### src/fan_regs.svh
// register offsets, field positions, reset values and timing counts of the fan control limit registers
`ifndef FAN_REGS_SVH
`define FAN_REGS_SVH

// register offsets
`define ACOUSTIC_ADDR        8'h63
`define MIN_DUTY1_ADDR       8'h64
`define MIN_DUTY2_ADDR       8'h65
`define MIN_DUTY3_ADDR       8'h66
`define START_R1_ADDR        8'h67
`define START_LOC_ADDR       8'h68
`define START_R2_ADDR        8'h69
`define LIMIT_R1_ADDR        8'h6A
`define LIMIT_LOC_ADDR       8'h6B
`define LIMIT_R2_ADDR        8'h6C
`define HYST_A_ADDR          8'h6D
`define HYST_B_ADDR          8'h6E
`define TEST_EN_ADDR         8'h6F

// reset values
`define ACOUSTIC_RESET       8'h00
`define MIN_DUTY_RESET       8'h80
`define START_TEMP_RESET     8'h5A
`define LIMIT_RESET          8'h64
`define HYST_A_RESET         8'h44
`define HYST_B_RESET         8'h40
`define TEST_EN_RESET        1'h0

// field positions
`define RAMP_EN_BIT          7
`define RAMP_RATE_HI         6
`define RAMP_RATE_LO         4
`define TEST_EN_BIT          0

// special values
`define LIMIT_DISABLE        8'h80
`define DUTY_FULL            8'hFF
`define DUTY_OFF             8'h00
`define READ_UNMAPPED        8'h00

// ramp increments per time slot, indexed by the 3-bit rate code
`define RAMP_STEP_0          8'h01
`define RAMP_STEP_1          8'h02
`define RAMP_STEP_2          8'h03
`define RAMP_STEP_3          8'h05
`define RAMP_STEP_4          8'h08
`define RAMP_STEP_5          8'h0C
`define RAMP_STEP_6          8'h18
`define RAMP_STEP_7          8'h30

// ramp time slot
`define CLK_PERIOD_NS        10
`define RAMP_SLOT_MS         200
`define RAMP_SLOT_CYCLES     ((`RAMP_SLOT_MS * 1000000) / `CLK_PERIOD_NS)

`endif

### src/fan_pkg.sv
// types shared by the fan control limit register block
package fan_pkg;

    typedef logic [7:0] byte_t;

    // one register access from the management bus engine
    typedef struct packed {
        logic  wr;
        logic  rd;
        byte_t addr;
        byte_t wdata;
    } reg_req_s;

    // per channel inputs: index 0 remote 1, 1 local, 2 remote 2
    typedef struct packed {
        logic [2:0][9:0] reading;   // unsigned, 0.25 degree per lsb
        logic [2:0][7:0] span;      // duty added per degree above start
    } chan_in_s;

    // register and control state of the core
    typedef struct packed {
        byte_t            acoustic;
        logic [2:0][7:0]  min_duty;
        logic [2:0][7:0]  start;
        logic [2:0][7:0]  limit;
        byte_t            hyst_a;
        byte_t            hyst_b;
        logic             test_en;
        byte_t            rdata;
        logic [2:0]       running;
        logic [2:0]       tripped;
        logic [2:0][7:0]  duty;
        logic             ot_oe;
    } core_state_s;

    // ramp unit state
    typedef struct packed {
        logic [31:0] slot_cnt;
        byte_t       duty;
    } ramp_state_s;

endpackage : fan_pkg

### src/fan_ramp.sv
// gradual duty ramp for the second fan output
`include "fan_regs.svh"

module fan_ramp #(
    parameter int unsigned SLOT_CYCLES = `RAMP_SLOT_CYCLES
) (
    // clock and reset
    input  wire logic         clk,
    input  wire logic         rstn,
    // control
    input  wire logic         enable,
    input  wire logic [2:0]   rate,
    input  wire fan_pkg::byte_t target,
    // ramped duty
    output      fan_pkg::byte_t duty
);
    import fan_pkg::*;

    ramp_state_s s;
    ramp_state_s next_s;
    byte_t       step;
    logic        slot_end;

    // increment per slot from the rate code
    always_comb begin
        case (rate)
            3'h0:    step = `RAMP_STEP_0;
            3'h1:    step = `RAMP_STEP_1;
            3'h2:    step = `RAMP_STEP_2;
            3'h3:    step = `RAMP_STEP_3;
            3'h4:    step = `RAMP_STEP_4;
            3'h5:    step = `RAMP_STEP_5;
            3'h6:    step = `RAMP_STEP_6;
            default: step = `RAMP_STEP_7;
        endcase
    end

    assign slot_end = (s.slot_cnt == 32'(SLOT_CYCLES - 1));

    // step toward the target once per slot, never past it
    always_comb begin
        next_s          = s;
        next_s.slot_cnt = slot_end ? 32'h0 : s.slot_cnt + 32'h1;
        if (!enable) begin
            next_s.duty = target;
        end else if (slot_end) begin
            if (target > s.duty) begin
                next_s.duty = ((target - s.duty) > step) ? byte_t'(s.duty + step) : target;
            end else if (target < s.duty) begin
                next_s.duty = ((s.duty - target) > step) ? byte_t'(s.duty - step) : target;
            end
        end
    end

    // state register
    always_ff @(posedge clk or negedge rstn) begin
        if (!rstn) begin
            s <= '{slot_cnt: 32'h0, duty: `DUTY_OFF};
        end else begin
            s <= next_s;
        end
    end

    assign duty = s.duty;

endmodule : fan_ramp

### src/fan_limits.sv
// fan control limit registers with automatic duty, fail-safe and overtemperature pin
//
// Overview of operation
// - the second fan output ramps gradually only while bit 7 of the acoustic register is 1.
// - with ramping on, the second fan output steps toward its new duty at the rate chosen by bits 6 to 4.
// - while the lock input is 1, writes to the acoustic, start, critical and hysteresis registers are dropped.
// - the three minimum duty registers drop writes while automatic fan control is active.
// - a minimum duty byte maps linearly onto duty, 0x00 off and 0xFF full speed.
// - above its start temperature a fan runs at minimum duty plus span per degree of excess.
// - any channel over its critical limit forces every fan output to full duty.
// - a critical limit of 0x80 disables the fail-safe for that channel.
// - a tripped channel holds full duty until it falls below its limit minus its hysteresis.
// - the overtemperature pin is pulled low when enabled and a reading exceeds a limit by 0.25 degree.
// - below start temperature a running fan keeps minimum duty until start minus hysteresis is reached.
// - bit 0 of the test enable register selects the parity tree test mode while it is 1.
`include "fan_regs.svh"

module fan_limits #(
    parameter int unsigned RAMP_SLOT_CYCLES = `RAMP_SLOT_CYCLES
) (
    // clock and reset
    input  wire logic              clk,
    input  wire logic              rstn,
    // register access
    input  wire fan_pkg::reg_req_s reg_req,
    output      fan_pkg::byte_t    rdata,
    // configuration bits held elsewhere
    input  wire logic              cfg_lock,
    input  wire logic              auto_mode,
    input  wire logic              overtemp_out_en,
    // measured temperatures and spans
    input  wire fan_pkg::chan_in_s chan_in,
    // fan duties
    output      fan_pkg::byte_t    fan_out_one,
    output      fan_pkg::byte_t    fan_out_two,
    output      fan_pkg::byte_t    fan_out_three,
    // overtemperature open-drain pin
    output      logic              overtemp_pin_o,
    output      logic              overtemp_pin_oe,
    // status and test mode
    output      logic              failsafe_active,
    output      logic              parity_tree_test_en
);
    import fan_pkg::*;

    localparam core_state_s RESET_STATE = '{
        acoustic: `ACOUSTIC_RESET,
        min_duty: {3{`MIN_DUTY_RESET}},
        start:    {3{`START_TEMP_RESET}},
        limit:    {3{`LIMIT_RESET}},
        hyst_a:   `HYST_A_RESET,
        hyst_b:   `HYST_B_RESET,
        test_en:  `TEST_EN_RESET,
        rdata:    `READ_UNMAPPED,
        running:  3'h0,
        tripped:  3'h0,
        duty:     {3{`DUTY_OFF}},
        ot_oe:    1'h0
    };

    core_state_s     s;
    core_state_s     next_s;
    logic [2:0][3:0] hyst;
    logic [2:0]      above_start;
    logic [2:0]      run_release;
    logic [2:0]      over_limit;
    logic [2:0]      trip_release;
    logic [2:0]      ot_hit;
    logic [2:0][7:0] target;
    byte_t           ramp_duty;
    logic            any_trip;
    logic            wr_locked;
    logic            wr_duty;

    ////////////////////////////////////////////////////////////////////////////////////////////////////
    // per channel comparisons

    // nibble placement of the hysteresis fields
    assign hyst[0] = s.hyst_a[7:4];
    assign hyst[1] = s.hyst_a[3:0];
    assign hyst[2] = s.hyst_b[7:4];

    for (genvar ch = 0; ch < 3; ch++) begin : g_chan
        logic [7:0]  deg;
        logic [7:0]  excess;
        logic [15:0] slope;
        logic [16:0] sum;
        logic [8:0]  deg_plus_hyst;

        // whole degrees of the reading, compared unsigned
        assign deg           = chan_in.reading[ch][9:2];
        assign deg_plus_hyst = {1'b0, deg} + {5'h00, hyst[ch]};
        assign above_start[ch] = deg > s.start[ch];
        assign run_release[ch] = deg_plus_hyst <= {1'b0, s.start[ch]};
        assign over_limit[ch]  = (s.limit[ch] != `LIMIT_DISABLE) && (deg > s.limit[ch]);
        assign trip_release[ch] = deg_plus_hyst < {1'b0, s.limit[ch]};
        // quarter degree resolution for the pin
        assign ot_hit[ch] = chan_in.reading[ch] > {s.limit[ch], 2'b00};

        // linear duty above start, saturating at full speed
        assign excess = above_start[ch] ? byte_t'(deg - s.start[ch]) : `DUTY_OFF;
        assign slope  = excess * chan_in.span[ch];
        assign sum    = {1'b0, slope} + {9'h000, s.min_duty[ch]};
        // one continuous driver per element keeps the shared target vector single-driven
        assign target[ch] = !s.running[ch] ? `DUTY_OFF
                          : above_start[ch] ? ((sum > 17'(`DUTY_FULL)) ? `DUTY_FULL : sum[7:0])
                          : s.min_duty[ch];
    end

    ////////////////////////////////////////////////////////////////////////////////////////////////////
    // gradual ramp on the second fan

    fan_ramp #(
        .SLOT_CYCLES (RAMP_SLOT_CYCLES)
    ) u_ramp (
        .clk    (clk),
        .rstn   (rstn),
        .enable (s.acoustic[`RAMP_EN_BIT]),
        .rate   (s.acoustic[`RAMP_RATE_HI:`RAMP_RATE_LO]),
        .target (target[1]),
        .duty   (ramp_duty)
    );

    ////////////////////////////////////////////////////////////////////////////////////////////////////
    // register file and control state

    assign wr_locked = reg_req.wr && !cfg_lock;
    assign wr_duty   = reg_req.wr && !auto_mode;

    always_comb begin
        next_s = s;

        // register writes; the lock covers the acoustic, start, critical and hysteresis registers
        if (wr_duty) begin
            case (reg_req.addr)
                `MIN_DUTY1_ADDR: next_s.min_duty[0] = reg_req.wdata;
                `MIN_DUTY2_ADDR: next_s.min_duty[1] = reg_req.wdata;
                `MIN_DUTY3_ADDR: next_s.min_duty[2] = reg_req.wdata;
                default: ;
            endcase
        end
        if (wr_locked) begin
            case (reg_req.addr)
                `ACOUSTIC_ADDR:  next_s.acoustic = reg_req.wdata;
                `START_R1_ADDR:  next_s.start[0] = reg_req.wdata;
                `START_LOC_ADDR: next_s.start[1] = reg_req.wdata;
                `START_R2_ADDR:  next_s.start[2] = reg_req.wdata;
                `LIMIT_R1_ADDR:  next_s.limit[0] = reg_req.wdata;
                `LIMIT_LOC_ADDR: next_s.limit[1] = reg_req.wdata;
                `LIMIT_R2_ADDR:  next_s.limit[2] = reg_req.wdata;
                `HYST_A_ADDR:    next_s.hyst_a   = reg_req.wdata;
                `HYST_B_ADDR:    next_s.hyst_b   = reg_req.wdata;
                default: ;
            endcase
        end
        // upper bits are not stored, so a stray write there is harmless
        if (reg_req.wr && (reg_req.addr == `TEST_EN_ADDR)) begin
            next_s.test_en = reg_req.wdata[`TEST_EN_BIT];
        end

        // read data, registered; unmapped offsets read zero
        if (reg_req.rd) begin
            case (reg_req.addr)
                `ACOUSTIC_ADDR:  next_s.rdata = s.acoustic;
                `MIN_DUTY1_ADDR: next_s.rdata = s.min_duty[0];
                `MIN_DUTY2_ADDR: next_s.rdata = s.min_duty[1];
                `MIN_DUTY3_ADDR: next_s.rdata = s.min_duty[2];
                `START_R1_ADDR:  next_s.rdata = s.start[0];
                `START_LOC_ADDR: next_s.rdata = s.start[1];
                `START_R2_ADDR:  next_s.rdata = s.start[2];
                `LIMIT_R1_ADDR:  next_s.rdata = s.limit[0];
                `LIMIT_LOC_ADDR: next_s.rdata = s.limit[1];
                `LIMIT_R2_ADDR:  next_s.rdata = s.limit[2];
                `HYST_A_ADDR:    next_s.rdata = s.hyst_a;
                `HYST_B_ADDR:    next_s.rdata = s.hyst_b;
                `TEST_EN_ADDR:   next_s.rdata = {7'h00, s.test_en};
                default:         next_s.rdata = `READ_UNMAPPED;
            endcase
        end

        // channel running with hysteresis below start
        for (int ch = 0; ch < 3; ch++) begin
            if (above_start[ch]) begin
                next_s.running[ch] = 1'b1;
            end else if (run_release[ch]) begin
                next_s.running[ch] = 1'b0;
            end
            // trip latches until the reading falls below limit minus hysteresis or the limit is set to 0x80
            if (over_limit[ch]) begin
                next_s.tripped[ch] = 1'b1;
            end else if (trip_release[ch] || (s.limit[ch] == `LIMIT_DISABLE)) begin
                next_s.tripped[ch] = 1'b0;
            end
        end

        // fail-safe overrides every output, the ramp included
        next_s.duty[0] = any_trip ? `DUTY_FULL : target[0];
        next_s.duty[1] = any_trip ? `DUTY_FULL : ramp_duty;
        next_s.duty[2] = any_trip ? `DUTY_FULL : target[2];
        next_s.ot_oe   = overtemp_out_en && (|ot_hit);
    end

    assign any_trip = |s.tripped;

    // state register
    always_ff @(posedge clk or negedge rstn) begin
        if (!rstn) begin
            s <= RESET_STATE;
        end else begin
            s <= next_s;
        end
    end

    ////////////////////////////////////////////////////////////////////////////////////////////////////
    // outputs, all from the state register except the tied-low pin data

    assign rdata               = s.rdata;
    assign fan_out_one         = s.duty[0];
    assign fan_out_two         = s.duty[1];
    assign fan_out_three       = s.duty[2];
    assign overtemp_pin_o      = 1'b0;       // open drain: only ever pulls low
    assign overtemp_pin_oe     = s.ot_oe;
    assign failsafe_active     = any_trip;
    assign parity_tree_test_en = s.test_en;

endmodule : fan_limits

### config.mk
export PLATFORM = sky130hd
export DESIGN_NAME = fan_limits
export DESIGN_NICKNAME = d
export VERILOG_FILES = /design/src/fan_pkg.sv /design/src/fan_ramp.sv /design/src/fan_limits.sv
export VERILOG_INCLUDE_DIRS = /design/src
export SDC_FILE = /design/constraint.sdc
export NUM_CORES = 1
export LEC_CHECK = 0
export BUFFER_PORTS_ARGS = -buffer_cell sky130_fd_sc_hd__buf_2
export CORE_UTILIZATION = 58
export DETAILED_ROUTE_END_ITERATION = 8
export PLACE_DENSITY = 0.83
export SYNTH_ARGS = -nofsm -noshare
export SYNTH_HDL_FRONTEND = slang
export SYNTH_SLANG_ARGS = --single-unit
export TNS_END_PERCENT = 50
### constraint.sdc
create_clock -name clk -period 10.88 [get_ports clk]
set_input_delay 2.176 -clock clk [delete_from_list [all_inputs] [get_ports clk]]
set_output_delay 2.176 -clock clk [all_outputs]
set_load 0.01 [all_outputs]
==> results of run 1 <==
metal layers:
layer | part of all wire, % | track usage (%) | wire length [um] | vias up
li1 | - | - | - | 7970
met1 | 42 | 41.6 | 22900 | 8457
met2 | 47 | 51.8 | 25700 | 791
met3 | 7.9 | 6.60 | 4380 | 173
met4 | 3.7 | 12.5 | 2060 | 8
met5 | 0.083 | 0 | 46 | -
state kept, by name, summed over array words and instances (netlist names), 8 cells and up:
| name | count |
|---|---|
| fan_out_two | 8 |
| u_ramp.s | 32 |
| u_ramp.duty | 8 |
| s | 90 |
| rdata | 8 |
| hyst | 12 |
| fan_out_three | 8 |
| fan_out_one | 8 |
final cells by class:
type / instances / area [um^2] / share of cell area [%]
clock buffers: 19 / 443 / 1.95
multi-input cells: 1669 / 14400 / 63.3
diodes: 2 / 5.00 / 0.0220
inverters: 271 / 1030 / 4.53
clock inverters: 13 / 138 / 0.606
well taps: 448 / 561 / 2.47
flip-flops and latches: 176 / 4440 / 19.5
repair buffers: 263 / 1730 / 7.61
power breakdown:
part / internal [uW] / total, uW / leakage [uW] / switching [uW]
clock: 312 / 610 / 0.000282 / 298
combinational: 192 / 448 / 0.00912 / 257
sequential: 678 / 698 / 0.00215 / 19.8
final timing paths:
path                            slack (ns)                    from                    endpoint
worst max-delay path                 -0.33             chan_in[36]  u_ramp.duty[2]$_DFFE_PN0P_
worst min-delay path                  0.47  u_ramp.s[39]$_DFF_PN0_      u_ramp.s[39]$_DFF_PN0_
worst max register to register        1.00       s[88]$_DFFE_PN0P_  u_ramp.duty[2]$_DFFE_PN0P_
worst min register to register        0.47  u_ramp.s[39]$_DFF_PN0_      u_ramp.s[39]$_DFF_PN0_
max in group asynchronous             7.47                    rstn        rdata[4]$_DFFE_PN0P_
min in group asynchronous             1.81                    rstn      u_ramp.s[35]$_DFF_PN0_
timing repair:
action                     CTS  global route
gates resized for setup     25            24
buffers inserted            15             4
setup endpoints to repair    8             8
pin swaps                   32            19
stage by stage:
step	area, um^2	std cells
after floorplan	20200	2198
after global placement	21800	2807
after detailed placement	21800	2807
after CTS	22600	2854
after global routing	22700	2860
final	22700	2861
cells by family after synthesis:
family                     after synthesis
buffers and inverters                  353
adders and majority gates              406
muxes                                   80
DFF                                    176
AOI/OAI and AO/OA                      457
and+or+nand+nor                        643
other                                    1
xor gates and xnor gates                82
placed cells by master, fill, tap and decap left out, types with 27 or more instances in the layout:
cell / n
xor2_1: 29
buf_2: 110
o21ai_0: 129
a21oi_1: 79
o21a_1: 30
nor2b_1: 28
nor2_1: 84
a22oi_1: 28
mux2_2: 63
nand4_1: 42
ha_1: 257
nand2_1: 242
buf_4: 146
dfrtp_1: 149
dfstp_2: 27
and2_1: 73
a21o_1: 46
fa_1: 138
inv_1: 262
nor3_1: 38
xnor2_1: 53
worst register-to-register path: cells and delay by family (launching register included):
kind            cells  cell delay, ns
fa+ha+maj           9            3.33
compound gates     14            2.68
simple gates       11            2.25
buf+inv             7            0.70
flops               1            0.48
mux                 1            0.22
xor+xnor            1            0.13
==> impl_results.md, run 1 <==
- Total global routing track utilization: 31.8%
- Worst slew margin: 15.3%
- Root buffer cell: clkbuf_16
- Drt first pass iters: 6
- Post-synth top cells: inv_1 (271), ha_1 (264), nand2_1 (243), dfrtp_1 (149), fa_1 (142)
- Routed wire per std cell: 19.3 um
- PnR Total Power: 1760 uW
- Hold Crit Class: reg2reg
- Total core area: 0.0337 mm^2
- FP Rows: 67
- Xor/xnor share of the synthesized area: 3.61%
- Clock Path Buffers: 2
- Post-Syn Area: 0.0199 mm^2
- Final setup margin: -0.333 ns
- Worst path depth: 45
- Initial core utilization: 59.1%
- Port-buffer cells: 111
- Layout Utilization: 67.4%
- Crit path DAT: 11.55 ns
- Simple-Gate Fraction of Synth Area: 16.0%
- Layout cells sized above 1: 19.5%
- RD Place Congestion: 0.946
- EDFF count, synth: 0
- Initial antenna violation count: 5
- Worst-path fanout max: 7
- Total CTS buffers: 17
- Cell with the most instances after synthesis: inv_1
- Most used cell along the critical path: fa_1
- Dpl ws: -0.879 ns
- Worst hold path depth: 1
- Fillers: 2,584
- Drt drc: 0
- Avg Vias per Cell: 6.08
- Synthesized instance count: 2,198
- Async S/R FF share, synth: 100%
- Top_reg_cell synth: dfrtp_1
- Reg2Reg Depth: 43
- Warnings from Yosys: 0
- Clk_skew: 0.0171 ns
- Bufs and invs on worst path: 9
- Dominant cell type by area after synthesis: dfrtp_1
- Worst Path Required: 11.21 ns
- Crit path max-delay family: adder cells
- Area growth syn-to-layout: 14.1%
- DRT antenna net count: 0
- Initial DRC Count: 1,623
- Clk slew on worst S/H paths: 0.07 ns
- Crit path time final: 11.21 ns
- Largest net degree at the start of global routing: 96
- Final-stage net count: 2,881
- Setup crit end kind: register
- Via Count: 17,400
- RSZ-0062 raised after global routing: yes
- Clock Sinks: 176
- Die area: 0.0351 mm^2
- HPWL Detailed: 43.9 mm
- Slowest stage cell, crit path: fa_1
- Number of global-route vias before repair: 17,800
- #FFs+latches synth: 176
- Synth cell types: 80
- Share of the synthesized area in the top cell type: 18.7%
- Mux contribution to synthesized area: 4.92%
- Hold_buf cts: 0
- F_max: 89.2 MHz
- Clock Latency Late Sink: 0.45 ns
- Post-synthesis sequential area ratio: 22.3%
- Power per standard cell area: 77.3 mW/mm^2
- CP Launch Type: input port
- Max Cap Viol: 0
- Total gr overflow: 0
- Largest family of logic cells by synthesized area: adder cells
- Post-Syn Nets: 2,681
- Chip width: 187 um
- Area contributors post-synth: dfrtp_1 (19%), ha_1 (17%), fa_1 (14%)
- Failing checks: negative setup slack
- Fin Hold WS: 0.474 ns
- Max-slew violations: 0
- Worst slew pin tran: 1.25 ns
- First-pass GRT wire length: 89.3 mm
- Crit share post-route: 103%
- Setup TNS Final: -2.12 ns
- Hold Fails Final Rpt: 0
- Compound-Gate Fraction of Synth Area: 15.0%
- DIE HEIGHT: 187 um
- Pleak: 0.0116 uW
- H-tree levels: 4
- Worst vdd ir: 0.110 mV
- Slowest Stage Delay on Critical Path: 0.54 ns
- Final Setup Violations: 8
- Outcome: finished, violations left
- DRT Wirelength: 55.1 mm
- Synth Area in Adders: 30.9%
- Syn Area/Cell: 9.06 um^2
- CTS tree: yes
- Top Ports: 113
- Crit path kind: in2reg
Power figures use the tool's default switching activity.
==> run 2, diff against run 1 <==
- CELL_PAD_IN_SITES_DETAIL_PLACEMENT: not set -> 0
- CELL_PAD_IN_SITES_GLOBAL_PLACEMENT: not set -> 1
- CORE_UTILIZATION: 58 -> 45
==> run 2 against run 1 <==
The run still ends with negative setup slack left. Cell count rose by 4.7%. Global-route usage fell by 6.6 points. Sequential share of layout area fell by 0.12 points. Wire length rose by 0.36%. Critical path depth did not move. Clock power barely moved. Power fell by 0.12%. Combinational power fell by 1%. Largest cell class unchanged. Clock-buffer cell count rose by 1. Non-clock buffer count fell by 5.
==> impl_results.md, run 2 (synthesized netlist as in run 1, its figures left out) <==
- Layout Utilization: 52.7% (was 67.4%)
- H-tree levels: 4 (unchanged)
- Root buffer cell: clkbuf_16 (unchanged)
- F_max: 90.9 MHz (was 89.2 MHz)
- Crit share post-route: 101% (was 103%)
- Layout cells sized above 1: 19.2% (was 19.5%)
- Via Count: 16,800 (was 17,400)
- Total core area: 0.0434 mm^2 (was 0.0337 mm^2)
- Worst vdd ir: 0.0830 mV (was 0.110 mV)
- Worst hold path depth: 1 (unchanged)
- Clock Sinks: 176 (unchanged)
- Clk slew on worst S/H paths: 0.07 ns (about the same)
- Number of flip-flops in the largest register: 90 (unchanged)
- Total gr overflow: 0 (unchanged)
- Hold Path End: u_ramp.s[39]$_DFF_PN0_ (unchanged)
- Power per standard cell area: 76.7 mW/mm^2 (was 77.3 mW/mm^2)
- Crit path kind: in2reg (unchanged)
- Commonest non-fill, non-tap cells in the layout: inv_1 (265), ha_1 (257), nand2_1 (241) (was inv_1 (262), ha_1 (257), nand2_1 (242))
- Crit path max-delay family: adder cells (unchanged)
- Top Ports: 113 (unchanged)
- HPWL Detailed: 45.0 mm (was 43.9 mm)
- Chip width: 212 um (was 187 um)
- Clk_skew: 0.0140 ns (was 0.0171 ns)
- Drt drc: 0 (unchanged)
- Crit path time final: 11.00 ns (was 11.21 ns)
- Hold Fails Final Rpt: 0 (unchanged)
- Fin cells: 2,995 (was 2,861)
- PnR Total Power: 1750 uW (was 1760 uW)
- RD Place Congestion: 0.938 (was 0.946)
- Final-stage net count: 2,876 (was 2,881)
- Worst slew pin tran: 1.22 ns (was 1.25 ns)
- Clock Latency Late Sink: 0.45 ns (about the same)
- Max-slew violations: 0 (unchanged)
- Met2 Wirelength: 25.2 mm (was 25.7 mm)
- Pleak: 0.0115 uW (was 0.0116 uW)
- Number of global-route vias before repair: 16,900 (was 17,800)
- Slowest stage cell, crit path: fa_1 (unchanged)
- FP Rows: 76 (was 67)
- Total global routing track utilization: 25.2% (was 31.8%)
- Commonest non-fill, non-tap cell in the layout: inv_1 (unchanged)
- Slowest Stage Delay on Critical Path: 0.54 ns (about the same)
- Largest net degree at the start of global routing: 69 (was 96)
- Reg2Reg Launch Point: s[88]$_DFFE_PN0P_ (unchanged)
- Reg2Reg Depth: 43 (unchanged)
- Final setup margin: -0.119 ns (was -0.333 ns)
- R2R Path End: u_ramp.duty[4]$_DFFE_PN0P_ (was u_ramp.duty[2]$_DFFE_PN0P_)
- Final Setup Violations: 3 (was 8)
- Bufs and invs on worst path: 8 (was 9)
- Max Cap Viol: 0 (unchanged)
- Drt first pass iters: 7 (was 6)
- First-pass GRT wire length: 89.2 mm (was 89.3 mm)
- DRT Wirelength: 55.3 mm (was 55.1 mm)
- Total CTS buffers: 17 (unchanged)
- RSZ-0062 raised after global routing: yes (unchanged)
- Setup crit end kind: register (unchanged)
- DIE HEIGHT: 212 um (was 187 um)
- Setup TNS Final: -0.332 ns (was -2.12 ns)
- Dpl ws: -0.909 ns (was -0.879 ns)
- Routed wire per std cell: 18.5 um (was 19.3 um)
- Clock Path Buffers: 2 (unchanged)
- Failing checks: negative setup slack (unchanged)
- Initial DRC Count: 1,146 (was 1,623)
- Inst Count DP: 2,943 (was 2,807)
- Initial core utilization: 45.9% (was 59.1%)
- Worst-path fanout max: 7 (unchanged)
- Port-buffer cells: 111 (unchanged)
- WL met1: 25.6 mm (was 22.9 mm)
- Avg Vias per Cell: 5.60 (was 6.08)
- DRT antenna net count: 0 (unchanged)
- CTS tree: yes (unchanged)
- Outcome: finished, violations left (unchanged)
- Met3 Wirelength: 3.00 mm (was 4.38 mm)
- Worst slew margin: 17.8% (was 15.3%)
- Highest Signal Layer: met5 (unchanged)
- R2R setup slack: 1.20 ns (was 1.00 ns)
- Crit path DAT: 11.31 ns (was 11.55 ns)
- Die area: 0.0451 mm^2 (was 0.0351 mm^2)
- HP Start: u_ramp.s[39]$_DFF_PN0_ (unchanged)
- Hold Crit Class: reg2reg (unchanged)
- Initial antenna violation count: 6 (was 5)
- CP Launch Type: input port (unchanged)
- Most flops, register: s (unchanged)
- Area growth syn-to-layout: 14.8% (was 14.1%)
- Worst Path Required: 11.20 ns (was 11.21 ns)
==> run 2: how the worst max path moves through the flow <==
stage	from	endpoint	cells after the start
3_3_place_gp	chan_in[36]	u_ramp.duty[2]$_DFFE_PN0P_	42
2_1_floorplan	chan_in[36]	u_ramp.duty[4]$_DFFE_PN0P_	43
6_report	chan_in[36]	u_ramp.duty[4]$_DFFE_PN0P_	45
5_1_grt	chan_in[36]	u_ramp.duty[0]$_DFFE_PN0P_	44
3_5_place_dp	chan_in[36]	u_ramp.duty[6]$_DFFE_PN0P_	44
4_1_cts	chan_in[36]	u_ramp.duty[4]$_DFFE_PN0P_	43
==> run 2: stage by stage <==
stage / hold slack [ns] / area (um^2)
2_1_floorplan: 0.447 / 20200
3_3_place_gp: 0.465 / 22000
3_5_place_dp: 0.468 / 22000
4_1_cts: 0.482 / 22700
5_1_grt: 0.511 / 22900
6_report: 0.479 / 22900
==> run 2: worst register-to-register path: cells and delay by family (launching register included) <==
family | cells | cell delay [ns]
muxes | 1 | 0.28
xor gates and xnor gates | 2 | 0.16
buffers and inverters | 6 | 0.59
and+or+nand+nor | 10 | 1.67
DFF | 1 | 0.48
AOI/OAI and AO/OA | 15 | 2.87
adders and majority gates | 9 | 3.51
==> run 2: routing by layer <==
metal	GRT usage (%)	up-vias
met3	3.80	101
li1	-	7968
met2	40.3	496
met4	7.42	6
met5	0	-
met1	35.3	8198
==> run 2: report_power, final <==
group          total, uW  internal [uW]  switching, uW  leakage, uW
Clock                611            314            297     0.000277
Combinational        443            192            251      0.00911
Sequential           700            678           21.4      0.00215
Total               1750           1180            569       0.0115
==> run 2: final cells by class <==
| class | count | area, um^2 |
|---|---|---|
| antenna | 4 | 10.0 |
| tap | 585 | 732 |
| timing repair buffer | 258 | 1700 |
| clock inverter | 12 | 114 |
| clock buffer | 20 | 457 |
| inverter | 271 | 1030 |
| multi-input combinational | 1669 | 14400 |
| fill | 4032 | 20500 |
| sequential | 176 | 4440 |
==> run 2: what timing repair did <==
item | 4_1_cts | 5_1_grt
hold buffers | 0 | 0
setup buffers | 8 | 8
endpoints found under the setup margin | 8 | 8
gates resized for setup | 18 | 26
pin swaps | 30 | 23
endpoints found under the hold margin | 0 | 0
